<file path="src/pmw_pkg.sv">
package pmw_pkg;

  // System clock and internal oscillator
  localparam int CLK_HZ = 50_000_000;
  localparam int OSC_HZ = 32_000;
  // Clock cycles per oscillator tick, rounded down
  localparam int OSC_DIV = CLK_HZ / OSC_HZ;
  // Oscillator period in ns
  localparam int OSC_NS = 1_000_000_000 / OSC_HZ;

  // Host clear pulse, least time, rounded up to ticks
  localparam int CLR_US = 160;
  localparam int CLR_TICKS = (CLR_US * 1000 + OSC_NS - 1) / OSC_NS;
  // Data bit hold on the config pin, sampled after this
  localparam int HOLD_US = 80;
  localparam int HOLD_TICKS = (HOLD_US * 1000 + OSC_NS - 1) / OSC_NS;
  // Low time that latches a received word
  localparam int LOAD_US = 650;
  localparam int LOAD_TICKS = (LOAD_US * 1000 + OSC_NS - 1) / OSC_NS;
  // Half a second, the step of blind times and the unit of window steps
  localparam int HALF_S_MS = 500;
  localparam int HALF_S_TICKS = (HALF_S_MS * 1_000_000) / OSC_NS;
  // Window step is 2 s, four half seconds
  localparam int WIN_STEP_HALVES = 4;

  // Converter and config word
  localparam int ADC_W = 14;
  localparam int CFG_W = 25;
  localparam logic [13:0] ADC_LOW = 14'h01ff;
  localparam logic [13:0] ADC_HIGH = 14'h3e01;

  // Filter shifts (first order IIR per sample)
  localparam int LP_SHIFT = 2;
  localparam int HP_SHIFT_FAST = 6;
  localparam int HP_SHIFT_SLOW = 7;
  localparam int HB_FRAC = 8;

  // Operating modes
  typedef enum logic [1:0] {
    MODE_FORCED = 2'h0,
    MODE_IRQ    = 2'h1,
    MODE_WAKE   = 2'h2,
    MODE_RSVD   = 2'h3
  } pmw_mode_type;

  // Readout source
  typedef enum logic [1:0] {
    SRC_BAND = 2'h0,
    SRC_LOW  = 2'h1,
    SRC_RSVD = 2'h2,
    SRC_TEMP = 2'h3
  } pmw_src_type;

  // Configuration word, bit 24 down to bit 0
  typedef struct packed {
    logic [7:0]   threshold;
    logic [3:0]   blind;
    logic [1:0]   pulses;
    logic [1:0]   window;
    pmw_mode_type mode;
    pmw_src_type  source;
    logic [1:0]   rsvd_hi;
    logic         hp_slow;
    logic         rsvd_lo;
    logic         count_free;
  } pmw_cfg_type;

  // Readout sample
  typedef struct packed {
    logic        valid;
    logic [13:0] data;
  } pmw_sample_type;

  // Config receiver states
  typedef enum logic [1:0] {
    RX_IDLE = 2'b01,
    RX_HOLD = 2'b10
  } pmw_rx_type;

endpackage

</file>
<file path="src/pmw_top.sv">
`timescale 1ns/1ps

// How it works
// - Config is volatile, invalid until loaded
// - Config loads only through serial input
// - Link carries alarm only; sample stream goes to readout port
// - Motion always uses band-pass signal
// - Motion detection only in wake mode
// - Criteria met drives link high
// - Alarm stays high until host clears
// - Blind interval starts at every host pull-down of the alarm
// - 14-bit codes, 511 to 2^14-511 usable
// - Converter input alternates pyro and temperature when source is temperature
// - 7 Hz low-pass, 0.2/0.4 Hz high-pass
// - Timing from 32 kHz oscillator tick
// - Mode codes forced, interrupt, wake, reserved
// - Blind is 0.5 s plus value times 0.5 s
// - Alarm when pulse count reaches setting plus one
// - Pulses counted within 2 to 8 s window
module pmw_top #(
  parameter int HALF_S_TICKS = pmw_pkg::HALF_S_TICKS, // Ticks per half second
  parameter int OSC_DIV      = pmw_pkg::OSC_DIV       // Clocks per oscillator tick
) (
  // Clock and reset
  input  wire logic                    clk_sys,
  input  wire logic                    reset,
  // Configuration pin
  input  wire logic                    config_serial_input,
  // Event link pin
  input  wire logic                    link_in,
  output logic                         link_out,
  output logic                         link_oe,
  // Converter
  input  wire logic [13:0]             adc_data,
  input  wire logic                    adc_valid,
  output logic                         input_selector,
  // Readout and status
  output pmw_pkg::pmw_sample_type      readout,
  output pmw_pkg::pmw_cfg_type         config_word,
  output logic                         config_valid,
  output logic                         out_of_range
);

  // Saturate a band-pass value to 14 signed bits
  function automatic logic [13:0] sat14(input logic signed [14:0] v);
    logic [13:0] r;
    r = v[13:0];
    if (v > 15'sh1fff) begin
      r = 14'h1fff;
    end else if (v < -15'sh2000) begin
      r = 14'h2000;
    end
    return r;
  endfunction

  // Oscillator tick divider
  logic [10:0] div_q;
  logic [10:0] div_d;
  logic        tick;

  // Pin synchronisers and filtered levels
  logic [2:0] ser_s_q;
  logic [2:0] ser_s_d;
  logic [2:0] lnk_s_q;
  logic [2:0] lnk_s_d;
  logic       ser_f_q;
  logic       ser_f_d;
  logic       lnk_f_q;
  logic       lnk_f_d;

  // Config receiver
  pmw_pkg::pmw_rx_type  rx_q;
  pmw_pkg::pmw_rx_type  rx_d;
  logic [4:0]           rxt_q;
  logic [4:0]           rxt_d;
  logic [24:0]          shf_q;
  logic [24:0]          shf_d;
  logic [4:0]           bits_q;
  logic [4:0]           bits_d;
  pmw_pkg::pmw_cfg_type cfg_q;
  pmw_pkg::pmw_cfg_type cfg_d;
  logic                 cval_q;
  logic                 cval_d;

  // Signal path
  logic                 sel_q;
  logic                 sel_d;
  logic [13:0]          lp_q;
  logic [13:0]          lp_d;
  logic [21:0]          hb_q;
  logic [21:0]          hb_d;
  logic [13:0]          tmp_q;
  logic [13:0]          tmp_d;
  logic                 oor_q;
  logic                 oor_d;
  pmw_pkg::pmw_sample_type ro_q;
  pmw_pkg::pmw_sample_type ro_d;
  logic signed [15:0]   lp_diff;
  logic signed [23:0]   hb_diff;
  logic signed [14:0]   band_pass_filtered;
  logic [14:0]          mag;
  logic                 pyro_in;
  logic                 in_range;

  // Motion unit
  logic [18:0] win_q;
  logic [18:0] win_d;
  logic [18:0] bld_q;
  logic [18:0] bld_d;
  logic [2:0]  pcnt_q;
  logic [2:0]  pcnt_d;
  logic        sgn_q;
  logic        sgn_d;
  logic        alm_q;
  logic        alm_d;
  logic [2:0]  clr_q;
  logic [2:0]  clr_d;
  logic        wake;
  logic        pulse;

  // Divider next value and tick
  always_comb begin
    tick  = (div_q == 11'(OSC_DIV - 1));
    div_d = tick ? 11'h000 : div_q + 11'h001;
  end

  // Three-stage synchronisers; change counts once stages agree
  always_comb begin
    ser_s_d = {ser_s_q[1:0], config_serial_input};
    lnk_s_d = {lnk_s_q[1:0], link_in};
    ser_f_d = (ser_s_q[1] == ser_s_q[2]) ? ser_s_q[2] : ser_f_q;
    lnk_f_d = (lnk_s_q[1] == lnk_s_q[2]) ? lnk_s_q[2] : lnk_f_q;
  end

  // Register divider and synchronisers
  always_ff @(posedge clk_sys or posedge reset) begin
    if (reset) begin
      div_q   <= 11'h000;
      ser_s_q <= 3'h0;
      lnk_s_q <= 3'h0;
      ser_f_q <= 1'b0;
      lnk_f_q <= 1'b0;
    end else begin
      div_q   <= div_d;
      ser_s_q <= ser_s_d;
      lnk_s_q <= lnk_s_d;
      ser_f_q <= ser_f_d;
      lnk_f_q <= lnk_f_d;
    end
  end

  // Config receiver next state
  always_comb begin
    rx_d   = rx_q;
    rxt_d  = rxt_q;
    shf_d  = shf_q;
    bits_d = bits_q;
    cfg_d  = cfg_q;
    cval_d = cval_q;
    case (rx_q)
      pmw_pkg::RX_IDLE: begin
        // Rising edge starts a bit; low time counts toward latch
        if (ser_f_d && !ser_f_q) begin
          rx_d  = pmw_pkg::RX_HOLD;
          rxt_d = 5'h00;
        end else if (ser_f_q) begin
          rxt_d = 5'h00;
        end else if (tick && rxt_q != 5'(pmw_pkg::LOAD_TICKS)) begin
          rxt_d = rxt_q + 5'h01;
          if (rxt_q == 5'(pmw_pkg::LOAD_TICKS - 1)) begin
            // Long low: take a full word, drop a partial one
            if (bits_q == 5'(pmw_pkg::CFG_W)) begin
              cfg_d  = shf_q;
              cval_d = 1'b1;
            end
            bits_d = 5'h00;
          end
        end
      end
      pmw_pkg::RX_HOLD: begin
        // Sample the data bit once the hold time has passed
        if (tick) begin
          rxt_d = rxt_q + 5'h01;
          if (rxt_q == 5'(pmw_pkg::HOLD_TICKS - 1)) begin
            shf_d = {shf_q[23:0], ser_f_q};
            if (bits_q != 5'(pmw_pkg::CFG_W)) begin
              bits_d = bits_q + 5'h01;
            end
            rxt_d = 5'h00;
            rx_d  = pmw_pkg::RX_IDLE;
          end
        end
      end
      default: begin
        rx_d = pmw_pkg::RX_IDLE;
      end
    endcase
  end

  // Register config receiver; settings zero and invalid until loaded
  always_ff @(posedge clk_sys or posedge reset) begin
    if (reset) begin
      rx_q   <= pmw_pkg::RX_IDLE;
      rxt_q  <= 5'h00;
      shf_q  <= 25'h0000000;
      bits_q <= 5'h00;
      cfg_q  <= '0;
      cval_q <= 1'b0;
    end else begin
      rx_q   <= rx_d;
      rxt_q  <= rxt_d;
      shf_q  <= shf_d;
      bits_q <= bits_d;
      cfg_q  <= cfg_d;
      cval_q <= cval_d;
    end
  end

  // Filter arithmetic and pulse detection
  always_comb begin
    in_range = (adc_data >= pmw_pkg::ADC_LOW) && (adc_data <= pmw_pkg::ADC_HIGH);
    pyro_in  = adc_valid && !sel_q;
    lp_diff  = $signed({2'b00, adc_data}) - $signed({2'b00, lp_q});
    hb_diff  = $signed({2'b00, lp_q, 8'h00}) - $signed({2'b00, hb_q});
    // Band-pass is low-pass minus its slow baseline
    band_pass_filtered      = $signed({1'b0, lp_q}) - $signed({1'b0, hb_q[21:8]});
    mag      = band_pass_filtered[14] ? 15'(-band_pass_filtered) : 15'(band_pass_filtered);
    wake     = cval_q && (cfg_q.mode == pmw_pkg::MODE_WAKE);
    // Either polarity above threshold is one pulse
    pulse    = pyro_in && in_range && (mag > {7'h00, cfg_q.threshold});
  end

  // Signal path next values
  always_comb begin
    sel_d = sel_q;
    lp_d  = lp_q;
    hb_d  = hb_q;
    tmp_d = tmp_q;
    oor_d = oor_q;
    ro_d  = '0;
    // Alternate inputs only when the source is temperature
    if (adc_valid) begin
      sel_d = (cfg_q.source == pmw_pkg::SRC_TEMP) ? !sel_q : 1'b0;
    end
    if (adc_valid && sel_q) begin
      tmp_d = adc_data;
    end
    if (pyro_in && !in_range) begin
      oor_d = 1'b1;
    end else if (pyro_in) begin
      lp_d = 14'($signed({2'b00, lp_q}) + (lp_diff >>> pmw_pkg::LP_SHIFT));
      if (cfg_q.hp_slow) begin
        hb_d = 22'($signed({2'b00, hb_q}) + (hb_diff >>> pmw_pkg::HP_SHIFT_SLOW));
      end else begin
        hb_d = 22'($signed({2'b00, hb_q}) + (hb_diff >>> pmw_pkg::HP_SHIFT_FAST));
      end
    end
    // Readout stream outside wake mode
    if (adc_valid && cval_q && !wake) begin
      ro_d.valid = 1'b1;
      case (cfg_q.source)
        pmw_pkg::SRC_LOW:  ro_d.data = lp_q;
        pmw_pkg::SRC_TEMP: ro_d.data = tmp_q;
        default:           ro_d.data = sat14(band_pass_filtered);
      endcase
      if (in_range || sel_q) begin
        oor_d = 1'b0;
      end
    end
  end

  // Register signal path
  always_ff @(posedge clk_sys or posedge reset) begin
    if (reset) begin
      sel_q <= 1'b0;
      lp_q  <= 14'h2000;
      hb_q  <= 22'h200000;
      tmp_q <= 14'h0000;
      oor_q <= 1'b0;
      ro_q  <= '0;
    end else begin
      sel_q <= sel_d;
      lp_q  <= lp_d;
      hb_q  <= hb_d;
      tmp_q <= tmp_d;
      oor_q <= oor_d;
      ro_q  <= ro_d;
    end
  end

  // Motion unit next values
  always_comb begin
    win_d  = win_q;
    bld_d  = bld_q;
    pcnt_d = pcnt_q;
    sgn_d  = sgn_q;
    alm_d  = alm_q;
    clr_d  = clr_q;
    // Window expiry drops the count
    if (pcnt_q != 3'h0 && tick) begin
      if (win_q == 19'h00000) begin
        pcnt_d = 3'h0;
      end else begin
        win_d = win_q - 19'h00001;
      end
    end
    // Blind interval counts down on ticks
    if (bld_q != 19'h00000 && tick) begin
      bld_d = bld_q - 19'h00001;
    end
    // Host pull-down starts the blind interval
    if (alm_q && lnk_f_q && !lnk_f_d) begin
      bld_d = 19'((32'(cfg_q.blind) + 32'h1) * HALF_S_TICKS);
    end
    // Low held long enough clears the alarm
    if (alm_q && !lnk_f_q) begin
      if (tick) begin
        clr_d = clr_q + 3'h1;
        if (clr_q == 3'(pmw_pkg::CLR_TICKS - 1)) begin
          alm_d = 1'b0;
          clr_d = 3'h0;
        end
      end
    end else begin
      clr_d = 3'h0;
    end
    if (!wake || bld_q != 19'h00000 || alm_q) begin
      pcnt_d = 3'h0;
    end else if (pulse && (cfg_q.count_free || pcnt_q == 3'h0 || band_pass_filtered[14] != sgn_q)) begin
      sgn_d  = band_pass_filtered[14];
      pcnt_d = pcnt_q + 3'h1;
      if (pcnt_q == 3'h0) begin
        win_d = 19'((32'(cfg_q.window) + 32'h1) * pmw_pkg::WIN_STEP_HALVES * HALF_S_TICKS);
      end
      if (pcnt_q == {1'b0, cfg_q.pulses}) begin
        alm_d  = 1'b1;
        pcnt_d = 3'h0;
      end
    end
  end

  // Register motion unit; alarm held until cleared
  always_ff @(posedge clk_sys or posedge reset) begin
    if (reset) begin
      win_q  <= 19'h00000;
      bld_q  <= 19'h00000;
      pcnt_q <= 3'h0;
      sgn_q  <= 1'b0;
      alm_q  <= 1'b0;
      clr_q  <= 3'h0;
    end else begin
      win_q  <= win_d;
      bld_q  <= bld_d;
      pcnt_q <= pcnt_d;
      sgn_q  <= sgn_d;
      alm_q  <= alm_d;
      clr_q  <= clr_d;
    end
  end

  // Outputs
  assign link_out       = 1'b1;
  assign link_oe        = alm_q && wake;
  assign input_selector = sel_q;
  assign readout        = ro_q;
  assign config_word    = cfg_q;
  assign config_valid   = cval_q;
  assign out_of_range   = oor_q;

endmodule

</file>
<file path="config.mk">
export PLATFORM = sky130hd
export DESIGN_NAME = pmw_top
export DESIGN_NICKNAME = d
export VERILOG_FILES = /design/src/pmw_pkg.sv /design/src/pmw_top.sv
export SDC_FILE = /design/constraint.sdc
export NUM_CORES = 1
export LEC_CHECK = 0
export ABC_AREA = 1
export BUFFER_PORTS_ARGS = -buffer_cell sky130_fd_sc_hd__buf_2
export CAP_MARGIN = 20
export CORE_AREA = 2 2 227 229
export CTS_CLUSTER_SIZE = 16
export DETAILED_ROUTE_END_ITERATION = 10
export DIE_AREA = 0 0 229 231
export PLACE_DENSITY_LB_ADDON = 0.2
export SYNTH_ARGS = -nofsm -noshare
export SYNTH_HDL_FRONTEND = slang
export SYNTH_SLANG_ARGS = --single-unit
</file>
<file path="constraint.sdc">
create_clock -name clk_sys -period 15.15 [get_ports clk_sys]
set_input_delay 3.7875 -clock clk_sys [delete_from_list [all_inputs] [get_ports clk_sys]]
set_output_delay 3.7875 -clock clk_sys [all_outputs]
set_load 0.005 [all_outputs]
</file>
# Word level (Yosys, flattened, before mapping)
# Cells that the tools add are included.
# totals
inputBits	19
regBits	195
# op_classes
n_eq_ne	26
n_reduce_logical	45
n_mux	52
addsub	16
mul	2
n_lt_le_gt_ge	5
n_bitwise	4
# op_table
operator	n
19-bit two-way mux	7
5-bit two-way mux	12
19-bit by 1-bit subtractor with 19-bit output, second input constant	2
15-bit two-way mux	2
14-bit by 14-bit subtractor with 15-bit output	2
14-bit two-way mux	2
14-bit case mux with 2 select lines	1
3-bit two-way mux	8
22-bit by 22-bit subtractor with 23-bit output	1
22-bit by 16-bit adder with 22-bit output	1
22-bit by 17-bit adder with 22-bit output	1
22-bit two-way mux	1
5-bit case mux with 2 select lines	2
19-bit logical NOT	1
19-bit nonzero test	1
1-bit logical AND	18
2-bit inequality test, second input constant	9
15-bit by 14-bit > comparator with 1-bit output, second input constant	1
15-bit by 8-bit > comparator with 1-bit output	1
15-bit by 14-bit less-than comparator with 1-bit output, second input constant	1
15-bit negator	1
14-bit by 13-bit adder with 14-bit output	1
14-bit by 9-bit greater-or-equal comparator with 1-bit output, second input constant	1
14-bit <= comparator, second input constant	1
32 further kinds	72

# Logic depth before layout (Yosys ltp)
# logic_depth
word_depth	8
ltp_mapped	31

# Least setup slack after synthesis
# No wires, ideal clock.
# synth_path
path_type	input to register
from	input port adc_data[2]
to	register lp_q[12]
arrival_time_ns	6.880
path_slack_ns	8.140
cell_stages	24
path_cell_list	ha_1 a21o_1 a31oi_1 inv_1 a21oi_1 inv_1 a21oi_1 inv_1 a21oi_1 xnor2_1 ha_1 a21oi_1 o21ai_0 a21oi_1 nor2_1 inv_1 nand2_1 a21oi_1 o21bai_1 nand2_1 nand2_1 or2_2 nand3_1 o21ai_0
# synth_between
elab_chain_len	6
# synth_lines
element	line	source
from (decl)	pmw_top.sv:34	input wire logic [13:0] adc_data,
parallel branches: the longest is 6 deep, another holds 14-bit by 14-bit subtractor with 15-bit output	--	
to (signal assigned)	pmw_top.sv:283	lp_q <= lp_d;
to (decl)	pmw_top.sv:88	logic [13:0] lp_q;
# Several ways; the timed one is not identified.
# A chain may end at the register's enable or synchronous reset.

# Worst setup path in the final report
# Same ends and word-level chain as after synthesis.

==> results.cfg <==
[synth]
synthDominantAreaCellType = sky130_fd_sc_hd__dfrtp_1
synthDominantCellAreaShare_pct = 33.3
postSynth.topFlopCell = sky130_fd_sc_hd__dfrtp_1
post_synth_instance_area_um2 = 14400
async_flop_share_pct = 100
synthesis.instances = 1922
synthMostInstantiatedCell = sky130_fd_sc_hd__nand2_1
avg_cell_area_syn_um2 = 7.52
synthTopCellsByCount = sky130_fd_sc_hd__nand2_1, sky130_fd_sc_hd__inv_1, sky130_fd_sc_hd__dfrtp_1, sky130_fd_sc_hd__o21ai_0, sky130_fd_sc_hd__nor2_1
syn_nets = 2072
synth.area.top_cells = sky130_fd_sc_hd__dfrtp_1, sky130_fd_sc_hd__ha_1, sky130_fd_sc_hd__nand2_1
yosys.cell_types.count = 63
number_of_enable_type_register_cells_in_the_synthesized_netlist = 0
ys_seq_area_share_pct = 33.8
synthesis.yosys.warnings = 0
synth.ff_latch_count = 195

[floorplanning]
num_io_pins = 64
chipWidth_um = 229
floorplan.initialDensity_pct = 28.5
fp.dieH_um = 231
coreArea_um2 = 50700
floorplan.rows = 83
design.die.area_um2 = 52900

[worst_setup_path]
timing.rr.start = config_word[13]
worst-setup-path-type = in -> reg
crit_path_start_kind = input pin
worstRegToRegCells = 20
cp_num_buf_inv = 5
timing.rr.end = bld_q[18]
setup.reg_to_reg.worst_slack_ps = 10040
cp_common_cell = sky130_fd_sc_hd__a21oi_1
critical_path.endpoint_type = flop
cp_slowest_cell = sky130_fd_sc_hd__ha_1
critical_path_arrival_ps = 7580
timing.critical_path.slowest_cell_delay_ps = 330
critical_path.max_fanout = 5
cpLargestDelayFamily = compound AO/OA/AOI/OAI gates
worst-endpoint-required_ps = 15490

[grt]
grtUsageMet1_pct = 19.3
grt_overflow_total = 0
grt_pass1_wl_mm = 63.6
globalRouteMet2Util_pct = 25.7
globalRouteTotalUtil_pct = 15.1
initial_antenna_violation_count = 1
globalRoute.busiestLayer = met2
vias_in_the_first_global_route = 12081
pin_count_of_the_biggest_net_entering_global_routing = 127
grtUsageMet3_pct = 2.90

[timing]
fin_tns_setup_ps = 0
max_clock_freq_mhz = 138
finalSetupViolations = 0
rsz0062_at_grt = false
final_min_period_ps = 7240
maxSlewViolCount = 0
fin_worst_skew_ps = 7.22
fin_crit_sh_pct = 47.8
tightest_slew_ps = 941
timing.slew.headroom_pct = 37.2
final_hold_viol_count = 0

[job]
maxCapViolations = 0

[finish]
areaGrowthSynthToFinish_pct = 11.3
final_nets = 2119
fillers = 5546
antenna-diode-count = 0
post_route_cells_drive_above_1_share_pct = 11.2

[placement]
buffers_on_ports = 62
finalWeightedCongestion = 0.854
dp_hpwl_mm = 30.2

[clock_tree]
htree_num_levels = 4
clock_path_buffers = 2
tritoncts_num_sinks = 195
ctsHoldBuffers = 0
tritoncts_clock_tree = done
cts.repair.resized = 0
postCtsSetupRepairBufs = 0
ctsRootBufferMaster = sky130_fd_sc_hd__clkbuf_16
worst_skew_pair.late_latency_ps = 470
cts-buffers-inserted = 17
clk_pin_slew_ps = 80

[route]
drt_first_pass_iters = 6
wl_per_cell_um = 14.5
num_vias = 12218
route.detailed.drc = 0
first_iter_violations = 618
routed_wl_mm = 38.5
vias_per_cell = 4.59
antenna_left = 0

[worst_hold_path]
worstHoldPathType = reg -> reg
min-delay-start = ser_s_q[0]
worst_hold_path.num_cells = 0
holdPathEnd = ser_s_q[1]

[outcome]
outcome = completed
-- flip-flops by register name, indices dropped and copies added, names as in the netlist, 5 cells and up --
register     cells
div_q           11
bits_q           5
lp_q            14
tmp_q           14
shf_q           25
win_q           19
hb_q            22
config_word     25
bld_q           19
rxt_q            5
readout         15
-- per-layer routing --
layer,vias up,share of wire (%)
met5,-,0
met4,0,2.2
met3,42,3.4
met2,157,48
met1,5703,47
li1,6316,-
-- metrics by stage --
stage | hold WS, ps | utilization [%] | instances | setup slack, ps | instance area (um^2)
finish | 358 | 31.7 | 2662 | 7910 | 16100
global route | 382 | 31.7 | 2662 | 7560 | 16100
CTS | 361 | 31.7 | 2661 | 7990 | 16100
detailed placement | 341 | 30.5 | 2629 | 7490 | 15500
global placement | 339 | 30.5 | 2629 | 7530 | 15500
floorplan | 331 | - | 1922 | 6060 | 14400
-- placed cells by master, fill, tap and decap left out, types with 11 or more instances in the layout --
master                        n
sky130_fd_sc_hd__a21oi_1    114
sky130_fd_sc_hd__buf_2       62
sky130_fd_sc_hd__clkbuf_16   17
sky130_fd_sc_hd__dfrtp_1    192
sky130_fd_sc_hd__fa_1        15
sky130_fd_sc_hd__ha_1       116
sky130_fd_sc_hd__inv_1      315
sky130_fd_sc_hd__inv_2       16
sky130_fd_sc_hd__nand2_1    377
sky130_fd_sc_hd__nand2_2     43
sky130_fd_sc_hd__nand3_1     98
sky130_fd_sc_hd__nand4_1     27
sky130_fd_sc_hd__nor2_1     150
sky130_fd_sc_hd__nor2_2      11
sky130_fd_sc_hd__nor3_1      26
sky130_fd_sc_hd__nor4_1      13
sky130_fd_sc_hd__o21ai_0    157
sky130_fd_sc_hd__o221ai_1    17
sky130_fd_sc_hd__xnor2_1     27
sky130_fd_sc_hd__xor2_1      62
-- worst max-delay path by stage --
| stage | start | cells after the start | endpoint | slack (ps) |
|---|---|---|---|---|
| 2_1_floorplan | reset | 1 | alm_q | 6060 |
| 3_3_place_gp | adc_data[2] | 25 | lp_q[12] | 7530 |
| 3_5_place_dp | adc_data[2] | 25 | lp_q[12] | 7490 |
| 4_1_cts | adc_data[2] | 25 | lp_q[12] | 7990 |
| 5_1_grt | adc_data[2] | 25 | lp_q[12] | 7560 |
| 6_report | adc_data[2] | 25 | lp_q[12] | 7910 |
-- area by class of cell --
cell class | count | area (um^2) | area share, %
flip-flops and latches | 195 | 4880 | 30.4
multi-input cells | 1352 | 8100 | 50.4
well taps | 680 | 851 | 5.29
repair buffers | 70 | 383 | 2.38
clock inverters | 15 | 185 | 1.15
clock buffers | 17 | 425 | 2.64
inverters | 333 | 1260 | 7.82
-- logic make-up after synthesis --
logic type,after synthesis,share of synthesized area (%)
buf+inv,375,10.2
other cells,1,0.0260
fa+ha+maj,133,12.3
compound gates,341,13.3
flops,195,33.8
mux,7,0.537
xor+xnor,89,5.40
simple gates,781,24.5
Power is not shown: default switching activity piles up to over one toggle a cycle in this logic, so the estimate is an artifact.
